### src/hdl/umon_consts.vh
// Constants for the upset monitor suite: offsets, fields, reset values and counts
`ifndef UMON_CONSTS_VH
`define UMON_CONSTS_VH

// ----------------------------------------
// Register offsets (management address)
// ----------------------------------------
`define UMON_ADDR_IRQ_MASK    9'h1D7
`define UMON_ADDR_FAULT_STAT  9'h1D8
`define UMON_ADDR_TEMP_LO     9'h1E8
`define UMON_ADDR_TEMP_HI     9'h1EA
`define UMON_ADDR_ECC_CTRL    9'h1EE

// ----------------------------------------
// Field positions
// ----------------------------------------
`define UMON_PLL_MASK_BIT     11
`define UMON_ST_MASK_LO       0
`define UMON_ST_MASK_HI       1
`define UMON_ST_STAT_LO       2
`define UMON_ST_STAT_HI       11
`define UMON_ECC_STAT_LO      12
`define UMON_ECC_STAT_HI      15
`define UMON_ECC_EN_LO        7
`define UMON_ECC_EN_HI        9
`define UMON_RECOVER_BIT      15
`define UMON_THERM_MASK_BIT   12

// ----------------------------------------
// Reset values
// ----------------------------------------
`define UMON_MASK_RESET       16'h0800
`define UMON_ECC_CTRL_RESET   16'h0000
`define UMON_STAT_RESET       16'h0000
`define UMON_SUM_RESET        16'h0000

// ----------------------------------------
// Timing and sizing
// ----------------------------------------
`define UMON_CFG_WORDS        4
`define UMON_LOCK_WIN_RESET   8'h04
`define UMON_RELOCK_RESET     8'h10
`define UMON_THERM_PCT_RESET  8'h0A

`endif

### src/hdl/umon_lock_detect.v
// PLL lock detector: window check on phase difference and relock count
`timescale 1ns/100ps
module umon_lock_detect (
   // Clock and reset
   input  wire        mclk,
   input  wire        resetn,
   // Phase measurement, already synchronised
   input  wire [7:0]  phase_diff,
   // Programmable window and relock cycles
   input  wire [7:0]  delay_window,
   input  wire [7:0]  relock_cycles,
   // Lock indication
   output reg         locked_reg
);

   reg  [7:0]  relock_cnt_reg;
   wire        out_of_window;

   assign out_of_window = (phase_diff > delay_window);

   always @(posedge mclk or negedge resetn) begin
      if (!resetn) begin
         locked_reg     <= 1'b0;
         relock_cnt_reg <= 8'h00;
      end else if (out_of_window) begin
         locked_reg     <= 1'b0;
         relock_cnt_reg <= 8'h00;
      end else if (!locked_reg) begin
         if (relock_cnt_reg >= relock_cycles) begin
            locked_reg <= 1'b1;
         end else begin
            relock_cnt_reg <= relock_cnt_reg + 8'h01;
         end
      end
   end

endmodule

### src/hdl/umon_top.v
// Upset monitor suite: state, configuration, thermal and PLL lock fault monitors
//
// Overview of operation
// Illegal coding-state transition flags upset, drives state fault pin, sets status.
// With self-recovery set, a state error pulses internal reset; pin asserts anyway.
// Mask bits 1:0 of the status register suppress the state fault pin.
// ECC detect or correct events raise interrupt, status in bits 15:12.
// ECC protection is enabled by control register bits 9:7.
// At lockout rise, checksum all config words in order; store golden. A checksum started at reset is dropped next cycle.
// While locked out, recompute running sum; mismatch asserts configuration fault.
// Lockout deassertion clears golden sum and stops comparison.
// Self-recovery restores config defaults incl. straps; fault pin asserts anyway.
// Programmable percent threshold on temperature jump raises thermal interrupt.
// Temperature reading is readable at offset 0x1E8; threshold and jump flag at 0x1EA.
// PLL out of lock raises interrupt at once, checked continuously.
// Lock drops when phase difference exceeds programmable window.
// After realignment, count programmable reference cycles before relocking.
// Software clears mask bit 11 of 0x1D7 to receive PLL interrupts.
// PLL interrupt appears only on a pin given the upset interrupt function.
// No comparison until first golden computation has fully completed.
// All fault interrupt outputs are active low, low while pending and unmasked.
`timescale 1ns/100ps
`include "umon_consts.vh"
module umon_top (
   // Clock and reset
   input  wire        mclk,
   input  wire        resetn,
   // Management register port
   input  wire [8:0]  reg_addr,
   input  wire        reg_wr,
   input  wire        reg_rd,
   input  wire [15:0] reg_wdata,
   output reg  [15:0] reg_rdata,
   // Monitored sources (asynchronous)
   input  wire        state_illegal,
   input  wire [9:0]  state_fault_src,
   input  wire [3:0]  ecc_event,
   input  wire        management_lockout,
   input  wire [15:0] temp_sample,
   input  wire [7:0]  phase_diff,
   // Strap options captured into configuration defaults
   input  wire [15:0] strap_value,
   // Upset interrupt pin function select
   input  wire        upset_irq_pin_function,
   // Fault outputs
   output reg         state_fault_irq_n,
   output reg         cfg_fault_irq_n,
   output reg         thermal_jump_irq_n,
   output reg         upset_irq_n,
   output reg         phy_reset_req,
   output reg         cfg_restore
);

   // ----------------------------------------
   // Input synchronisers
   // ----------------------------------------
   localparam SW = 1 + 10 + 4 + 1 + 16 + 8;
   reg  [SW-1:0] sync1_reg;
   reg  [SW-1:0] sync2_reg;
   reg           st_ill_d_reg;
   wire [SW-1:0] raw_in;
   assign raw_in = {state_illegal, state_fault_src, ecc_event, management_lockout,
                    temp_sample, phase_diff};

   always @(posedge mclk or negedge resetn) begin
      if (!resetn) begin
         sync1_reg <= {SW{1'b0}};
         sync2_reg <= {SW{1'b0}};
         st_ill_d_reg <= 1'b0;
      end else begin
         sync1_reg <= raw_in;
         sync2_reg <= sync1_reg;
         st_ill_d_reg <= sync2_reg[39];
      end
   end

   wire        st_ill_s  = sync2_reg[39];
   wire [9:0]  st_src_s  = sync2_reg[38:29];
   wire [3:0]  ecc_s     = sync2_reg[28:25];
   wire        lock_s    = sync2_reg[24];
   wire [15:0] temp_s    = sync2_reg[23:8];
   wire [7:0]  phase_s   = sync2_reg[7:0];

   // ----------------------------------------
   // Registers
   // ----------------------------------------
   reg  [15:0] irq_mask_reg;
   reg  [15:0] ecc_ctrl_reg;
   reg  [1:0]  st_mask_reg;
   reg  [9:0]  st_stat_reg;
   reg  [3:0]  ecc_stat_reg;
   reg  [7:0]  lock_win_reg;
   reg  [7:0]  relock_reg;
   reg  [7:0]  therm_pct_reg;
   reg         cfg_fault_reg;
   reg         therm_flag_reg;
   reg         pll_flag_reg;
   reg  [15:0] strap_reg;
   reg         strap_done_reg;

   wire        wr_mask  = reg_wr && (reg_addr == `UMON_ADDR_IRQ_MASK);
   wire        wr_stat  = reg_wr && (reg_addr == `UMON_ADDR_FAULT_STAT);
   wire        wr_ecc   = reg_wr && (reg_addr == `UMON_ADDR_ECC_CTRL);
   wire        wr_thr   = reg_wr && (reg_addr == `UMON_ADDR_TEMP_HI);
   wire        ecc_en   = |ecc_ctrl_reg[`UMON_ECC_EN_HI:`UMON_ECC_EN_LO];
   wire        recover  = ecc_ctrl_reg[`UMON_RECOVER_BIT];
   // Rising edge only, so a held source gives one recovery pulse
   wire        st_event = st_ill_s && !st_ill_d_reg;
   wire [3:0]  ecc_evt  = ecc_en ? ecc_s : 4'h0;
   wire        pll_locked;
   wire        cfg_mismatch;
   wire        therm_jump;

   // Strap level caught once after reset release
   always @(posedge mclk or negedge resetn) begin
      if (!resetn) begin
         strap_reg      <= 16'h0000;
         strap_done_reg <= 1'b0;
      end else if (!strap_done_reg) begin
         strap_reg      <= strap_value;
         strap_done_reg <= 1'b1;
      end
   end

   // Configuration words and status flags; set wins over write-one-to-clear
   always @(posedge mclk or negedge resetn) begin
      if (!resetn) begin
         irq_mask_reg   <= `UMON_MASK_RESET;
         ecc_ctrl_reg   <= `UMON_ECC_CTRL_RESET;
         st_mask_reg    <= 2'b00;
         st_stat_reg    <= 10'h000;
         ecc_stat_reg   <= 4'h0;
         lock_win_reg   <= `UMON_LOCK_WIN_RESET;
         relock_reg     <= `UMON_RELOCK_RESET;
         therm_pct_reg  <= `UMON_THERM_PCT_RESET;
         cfg_fault_reg  <= 1'b0;
         therm_flag_reg <= 1'b0;
         pll_flag_reg   <= 1'b0;
      end else begin
         if (cfg_mismatch && recover) begin
            irq_mask_reg  <= `UMON_MASK_RESET | strap_reg;
            ecc_ctrl_reg  <= `UMON_ECC_CTRL_RESET;
            lock_win_reg  <= `UMON_LOCK_WIN_RESET;
            relock_reg    <= `UMON_RELOCK_RESET;
            therm_pct_reg <= `UMON_THERM_PCT_RESET;
         end else begin
            if (wr_mask) begin
               irq_mask_reg <= reg_wdata;
               lock_win_reg <= reg_wdata[7:0];
            end
            if (wr_ecc) begin
               ecc_ctrl_reg <= reg_wdata;
               relock_reg   <= reg_wdata[7:0];
            end
            if (wr_thr)
               therm_pct_reg <= reg_wdata[7:0];
         end
         if (wr_stat)
            st_mask_reg <= reg_wdata[`UMON_ST_MASK_HI:`UMON_ST_MASK_LO];
         st_stat_reg  <= (st_stat_reg & ~(wr_stat ? reg_wdata[11:2] : 10'h000))
                         | (st_event ? (st_src_s | 10'h001) : 10'h000);
         ecc_stat_reg <= (ecc_stat_reg & ~(wr_stat ? reg_wdata[15:12] : 4'h0))
                         | ecc_evt;
         cfg_fault_reg  <= cfg_mismatch | (cfg_fault_reg & ~(wr_stat & reg_wdata[15]));
         therm_flag_reg <= therm_jump | (therm_flag_reg & ~(wr_thr & reg_wdata[15]));
         pll_flag_reg   <= !pll_locked | (pll_flag_reg & ~(wr_mask & reg_wdata[15]));
      end
   end

   // ----------------------------------------
   // Checksum over configuration words
   // ----------------------------------------
   localparam CS_IDLE = 2'b00;
   localparam CS_GOLD = 2'b01;
   localparam CS_RUN  = 2'b10;

   reg  [1:0]  cs_state_reg;
   reg  [1:0]  cs_idx_reg;
   reg  [15:0] cs_acc_reg;
   reg  [15:0] golden_reg;
   reg         golden_ok_reg;
   reg         lock_d_reg;
   reg         por_pend_reg;
   reg         mism_reg;

   function [15:0] cfg_word;
      input [1:0] idx;
      begin
         case (idx)
            2'd0:    cfg_word = irq_mask_reg;
            2'd1:    cfg_word = ecc_ctrl_reg;
            2'd2:    cfg_word = {lock_win_reg, relock_reg};
            default: cfg_word = {8'h00, therm_pct_reg};
         endcase
      end
   endfunction

   wire lock_rise = lock_s && !lock_d_reg;
   wire last_word = (cs_idx_reg == 2'd3);
   wire [15:0] acc_next = cs_acc_reg + cfg_word(cs_idx_reg);
   assign cfg_mismatch = mism_reg;

   always @(posedge mclk or negedge resetn) begin
      if (!resetn) begin
         cs_state_reg  <= CS_IDLE;
         cs_idx_reg    <= 2'd0;
         cs_acc_reg    <= `UMON_SUM_RESET;
         golden_reg    <= `UMON_SUM_RESET;
         golden_ok_reg <= 1'b0;
         lock_d_reg    <= 1'b0;
         por_pend_reg  <= 1'b1;
         mism_reg      <= 1'b0;
      end else begin
         lock_d_reg <= lock_s;
         mism_reg   <= 1'b0;
         if (!lock_s && !por_pend_reg) begin
            golden_reg    <= `UMON_SUM_RESET;
            golden_ok_reg <= 1'b0;
            cs_state_reg  <= CS_IDLE;
         end else if (lock_rise || por_pend_reg) begin
            por_pend_reg  <= 1'b0;
            golden_ok_reg <= 1'b0;
            cs_state_reg  <= CS_GOLD;
            cs_idx_reg    <= 2'd0;
            cs_acc_reg    <= `UMON_SUM_RESET;
         end else begin
            case (cs_state_reg)
               CS_GOLD: begin
                  cs_idx_reg <= cs_idx_reg + 2'd1;
                  cs_acc_reg <= last_word ? `UMON_SUM_RESET : acc_next;
                  if (last_word) begin
                     golden_reg    <= acc_next;
                     golden_ok_reg <= 1'b1;
                     cs_state_reg  <= lock_s ? CS_RUN : CS_IDLE;
                  end
               end
               CS_RUN: begin
                  cs_idx_reg <= cs_idx_reg + 2'd1;
                  cs_acc_reg <= last_word ? `UMON_SUM_RESET : acc_next;
                  if (last_word && golden_ok_reg && (acc_next != golden_reg))
                     mism_reg <= 1'b1;
               end
               default: cs_state_reg <= CS_IDLE;
            endcase
         end
      end
   end

   // ----------------------------------------
   // Thermal jump detection
   // ----------------------------------------
   reg  [15:0] temp_prev_reg;
   reg  [2:0]  temp_vld_reg;
   wire [15:0] temp_delta = (temp_s > temp_prev_reg) ? (temp_s - temp_prev_reg)
                                                     : (temp_prev_reg - temp_s);
   wire [23:0] delta_x100 = {8'h00, temp_delta} * 24'd100;
   wire [23:0] limit      = {8'h00, temp_prev_reg} * {16'h0000, therm_pct_reg};
   // Jumps ignored until the previous sample holds a real reading
   assign therm_jump = temp_vld_reg[2] && (delta_x100 > limit);

   always @(posedge mclk or negedge resetn) begin
      if (!resetn) begin
         temp_prev_reg <= 16'h0000;
         temp_vld_reg  <= 3'h0;
      end else begin
         temp_prev_reg <= temp_s;
         temp_vld_reg  <= {temp_vld_reg[1:0], 1'b1};
      end
   end

   // ----------------------------------------
   // PLL lock detector
   // ----------------------------------------
   umon_lock_detect u_lock (
      .mclk          (mclk),
      .resetn        (resetn),
      .phase_diff    (phase_s),
      .delay_window  (lock_win_reg),
      .relock_cycles (relock_reg),
      .locked_reg    (pll_locked)
   );

   // ----------------------------------------
   // Outputs and read mux
   // ----------------------------------------
   always @(posedge mclk or negedge resetn) begin
      if (!resetn) begin
         state_fault_irq_n  <= 1'b1;
         cfg_fault_irq_n    <= 1'b1;
         thermal_jump_irq_n <= 1'b1;
         upset_irq_n        <= 1'b1;
         phy_reset_req      <= 1'b0;
         cfg_restore        <= 1'b0;
         reg_rdata          <= 16'h0000;
      end else begin
         state_fault_irq_n  <= !((|st_stat_reg) && !(&st_mask_reg));
         cfg_fault_irq_n    <= !(cfg_fault_reg || (|ecc_stat_reg));
         thermal_jump_irq_n <= !(therm_flag_reg &&
                                 !irq_mask_reg[`UMON_THERM_MASK_BIT]);
         upset_irq_n        <= !(pll_flag_reg && upset_irq_pin_function &&
                                 !irq_mask_reg[`UMON_PLL_MASK_BIT]);
         phy_reset_req      <= st_event && recover;
         cfg_restore        <= cfg_mismatch && recover;
         if (reg_rd) begin
            case (reg_addr)
               `UMON_ADDR_IRQ_MASK:   reg_rdata <= irq_mask_reg;
               `UMON_ADDR_FAULT_STAT: reg_rdata <= {ecc_stat_reg, st_stat_reg, st_mask_reg};
               `UMON_ADDR_TEMP_LO:    reg_rdata <= temp_s;
               `UMON_ADDR_TEMP_HI:    reg_rdata <= {therm_flag_reg, 7'h00, therm_pct_reg};
               `UMON_ADDR_ECC_CTRL:   reg_rdata <= ecc_ctrl_reg;
               default:               reg_rdata <= 16'h0000;
            endcase
         end
      end
   end

endmodule

### config.mk
export PLATFORM = sky130hd
export DESIGN_NAME = umon_top
export DESIGN_NICKNAME = d
export VERILOG_FILES = /design/src/hdl/umon_lock_detect.v /design/src/hdl/umon_top.v
export VERILOG_INCLUDE_DIRS = /design/src /design/src/hdl
export SDC_FILE = /design/constraint.sdc
export NUM_CORES = 1
export LEC_CHECK = 0
export BUFFER_PORTS_ARGS = -buffer_cell sky130_fd_sc_hd__buf_4
export CAP_MARGIN = 20
export CORE_MARGIN = 10
export CORE_UTILIZATION = 50
export CTS_CLUSTER_DIAMETER = 40
export CTS_CLUSTER_SIZE = 28
export DETAILED_ROUTE_END_ITERATION = 10
export PLACE_DENSITY = 0.78
export SLEW_MARGIN = 20
export SYNTH_ARGS = -nofsm -noshare
export SYNTH_HDL_FRONTEND = slang
export SYNTH_SLANG_ARGS = --single-unit
export TNS_END_PERCENT = 20
### constraint.sdc
create_clock -name mclk -period 7.3 [get_ports mclk]
set_clock_uncertainty 0.15 [all_clocks]
set_input_delay 0 -clock mclk [delete_from_list [all_inputs] [get_ports mclk]]
set_output_delay 0 -clock mclk [all_outputs]
set_load 0.005 [all_outputs]
==> results.txt <==
outcome - complete, no violations
critical path launch point type - flop
Max Cap Viol - 0
leakage power - 10.9 nW
ys flop type - dfrtp_1
die width - 211 microns
Ports - 108
Sw Share - 39.9%
fillers - 2,663
largest net degree at the start of global routing - 86
WP buf/inv - 6
Post-synth top cells - dfrtp_1, inv_1, nand2_1, ha_1, nor2_1
DIE AREA - 44,500 sq um
clk_lat worst skew - 0.59 ns
layout cells sized above 1 - 15.1%
slowest CP cell - fa_1
Final Wtd Congestion - 0.946
combinational power share - 52.7%
first-pass GRT wire length - 87,800 microns
VDD IR max - 0.262 mV
drt pass-1 iters - 7
Arr. time, crit path - 7.52 ns
Synth cell types - 79
Slew HR - 29.3%
vias per cell - 5.90
sequential share of the synthesized area - 34.6%
DP Area - 19,700 sq um
post-DP HPWL - 38,800 microns
Sequential Power Share - 23.2%
# DRC - 0
Post-DRT Antenna Nets - 0
CP max stage delay - 0.54 ns
net switching power - 2.65 mW
CP max FO - 5
syn avg cell area - 9.65 sq um
Synth Instances - 1,889
fin area - 22,500 sq um
yosys warns - 0
cts bufs inserted - 31
CTS sink cnt - 252
WHS Path Cells - 6
Synthesized Nets - 2,259
final setup vio count - 0
CP dominant cell by count - ha_1
Vias - 15.5k
final period utilization - 98.6%
Yosys top cell area share - 33.2%
Crit path depth - 35
total gr overflow - 0
Worst setup EP type - flop
asr flop ratio synth - 100%
area leader, netlist - dfrtp_1
final-report hold violation count - 0
gr usage total - 24.7%
antenna violations before repair - 0
CORE AREA - 35,700 sq um
Routed wire per std cell - 21.2 microns
worst hold path type - input pin to flop
RSZ-0062 raised after global routing - true
H-tree depth - 1
CP delay by family, top - compound AO/OA/AOI/OAI gates
CTS Root Cell - clkbuf_16
vias in the first global route - 16.0k
synth top area cells - dfrtp_1, ha_1, fa_1
EDFF count, synth - 0
Tmin final - 7.20 ns
Die H - 211 microns
number of cell rows - 69
IO Port Bufs - 105
critical path class - flop to flop
CP required - 7.62 ns
maximum clock rate - 139 MHz
Routed WL - 55,800 microns
Pint - 4.00 mW
most frequent cell after synthesis - dfrtp_1
PD cells - 295 nW/um^2
Clock transition at path regs - 0.06 ns
TritonCTS clock tree - yes
DRT iter0 DRCs - 1,587
final slew viol count - 0
hold_ws - 0.0455 ns
initial core utilization - 51.0%
fin nets - 2,515
register bit total from synthesis - 252
CTS max path bufs - 3
Slew @ Worst Pin - 1.06 ns
clock group share of total power - 24.1%
Area Overhead vs Synth - 23.4%
Mapped Area - 18,200 sq um
reg2reg path depth - 35
final setup TNS - 0 ns
[cell families (layout without fill, tap and decap cells)]
family                   after synthesis  in the layout  synth area share (%)
flip-flops                           252            252                  34.6
buffers and inverters                304            583                  6.44
other                                  2              3                0.0412
multiplexers                          51             51                  3.01
AND/OR/NAND/NOR                      513            513                  13.1
AO/OA/AOI/OAI                        400            400                  15.1
adder cells (fa/ha/maj)              284            284                  23.5
XOR/XNOR                              83             83                  4.23
[power by group through the flow]
stage	logic, mW	registers [mW]	clock network (mW)
floorplan	2.18	1.53	0
global placement	2.79	1.55	0
detailed placement	2.93	1.56	0
CTS	3.01	1.53	1.61
global route	3.91	1.54	1.67
finish	3.50	1.54	1.60
[tightest hold or removal path, delay by kind of cell]
kind	cells	cell delay, ns
and+or+nand+nor	2	0.17
AOI/OAI and AO/OA	2	0.27
buffers and inverters	2	0.30
[cell type report]
class | instances | area (sq um) | share of cell area (%)
diodes | 1 | 2.50 | 0.0111
clock buffers | 34 | 807 | 3.59
clock inverters | 22 | 270 | 1.20
inverters | 224 | 841 | 3.74
multi-input cells | 1333 | 11000 | 49.0
flip-flops and latches | 252 | 6320 | 28.1
well taps | 461 | 577 | 2.56
repair buffers | 303 | 2650 | 11.8
[what timing repair did]
item	CTS	global route
hold endpoints to repair	228	0
hold buffers	124	0
endpoints found under the setup margin	1	1
resized for setup	2	51
pin swaps	0	40
setup buffers	0	15
[path summary, 6_finish.rpt]
kind                                                end  slack [ns]                  startpoint
setup / recovery               therm_flag_reg$_DFF_PN0_        0.10  temp_prev_reg[0]$_DFF_PN0_
hold / removal                reg_rdata[15]$_DFFE_PN0P_        0.05                 reg_addr[4]
setup reg to reg               therm_flag_reg$_DFF_PN0_        0.10  temp_prev_reg[0]$_DFF_PN0_
hold reg to reg                 sync2_reg[22]$_DFF_PN0_        0.20     sync1_reg[22]$_DFF_PN0_
max in group asynchronous     golden_reg[1]$_DFFE_PN0P_        5.84                      resetn
min in group asynchronous  irq_mask_reg[11]$_DFFE_PN1P_        0.39                      resetn
[placed cells by master, fill, tap and decap left out, drive strengths merged, types with 7 or more instances in the layout]
cell         Yosys  routed
buf             16     180
a22o            46      46
nand4           17      17
o22ai            8       8
dfstp           10      10
a31oi           32      32
a21oi          104     104
and2            57      57
ha             186     186
a221oi          11      11
nand2          197     197
mux2            24      24
dfrtp          242     242
dlygate4sd3      0     123
xnor2           48      48
clkinv           0       9
inv            224     234
nor2b           13      13
nor2           122     122
or3             10      10
mux2i           27      27
o21ai           49      49
nor3            21      21
nand2b          10      10
a21o            52      52
a211o            7       7
a22oi           17      17
fa              98      98
xor2            32      32
or2              8       8
and3            11      11
clkbuf          64      34
a222oi           9       9
a211oi           7       7
o21bai          14      14
nand3           26      26
[stage by stage]
stage / setup slack (ns) / utilization [%] / std cells / power [mW]
floorplan: 0.290 / - / 1889 / 3.71
global placement: 0.119 / 55.2 / 2435 / 4.35
detailed placement: -0.219 / 55.2 / 2435 / 4.49
CTS: 0.00379 / 61.8 / 2615 / 6.16
global route: -0.163 / 62.9 / 2629 / 7.13
finish: 0.101 / 62.9 / 2630 / 6.65
[routing by layer]
metal	GRT usage (%)	routed length, microns	up-vias
met2	40.7	26600	784
met1	30.9	21800	7567
met3	4.45	4420	199
li1	-	-	6956
met4	11.6	2910	0
met5	0	0	-
Power figures use the tool's default switching activity.
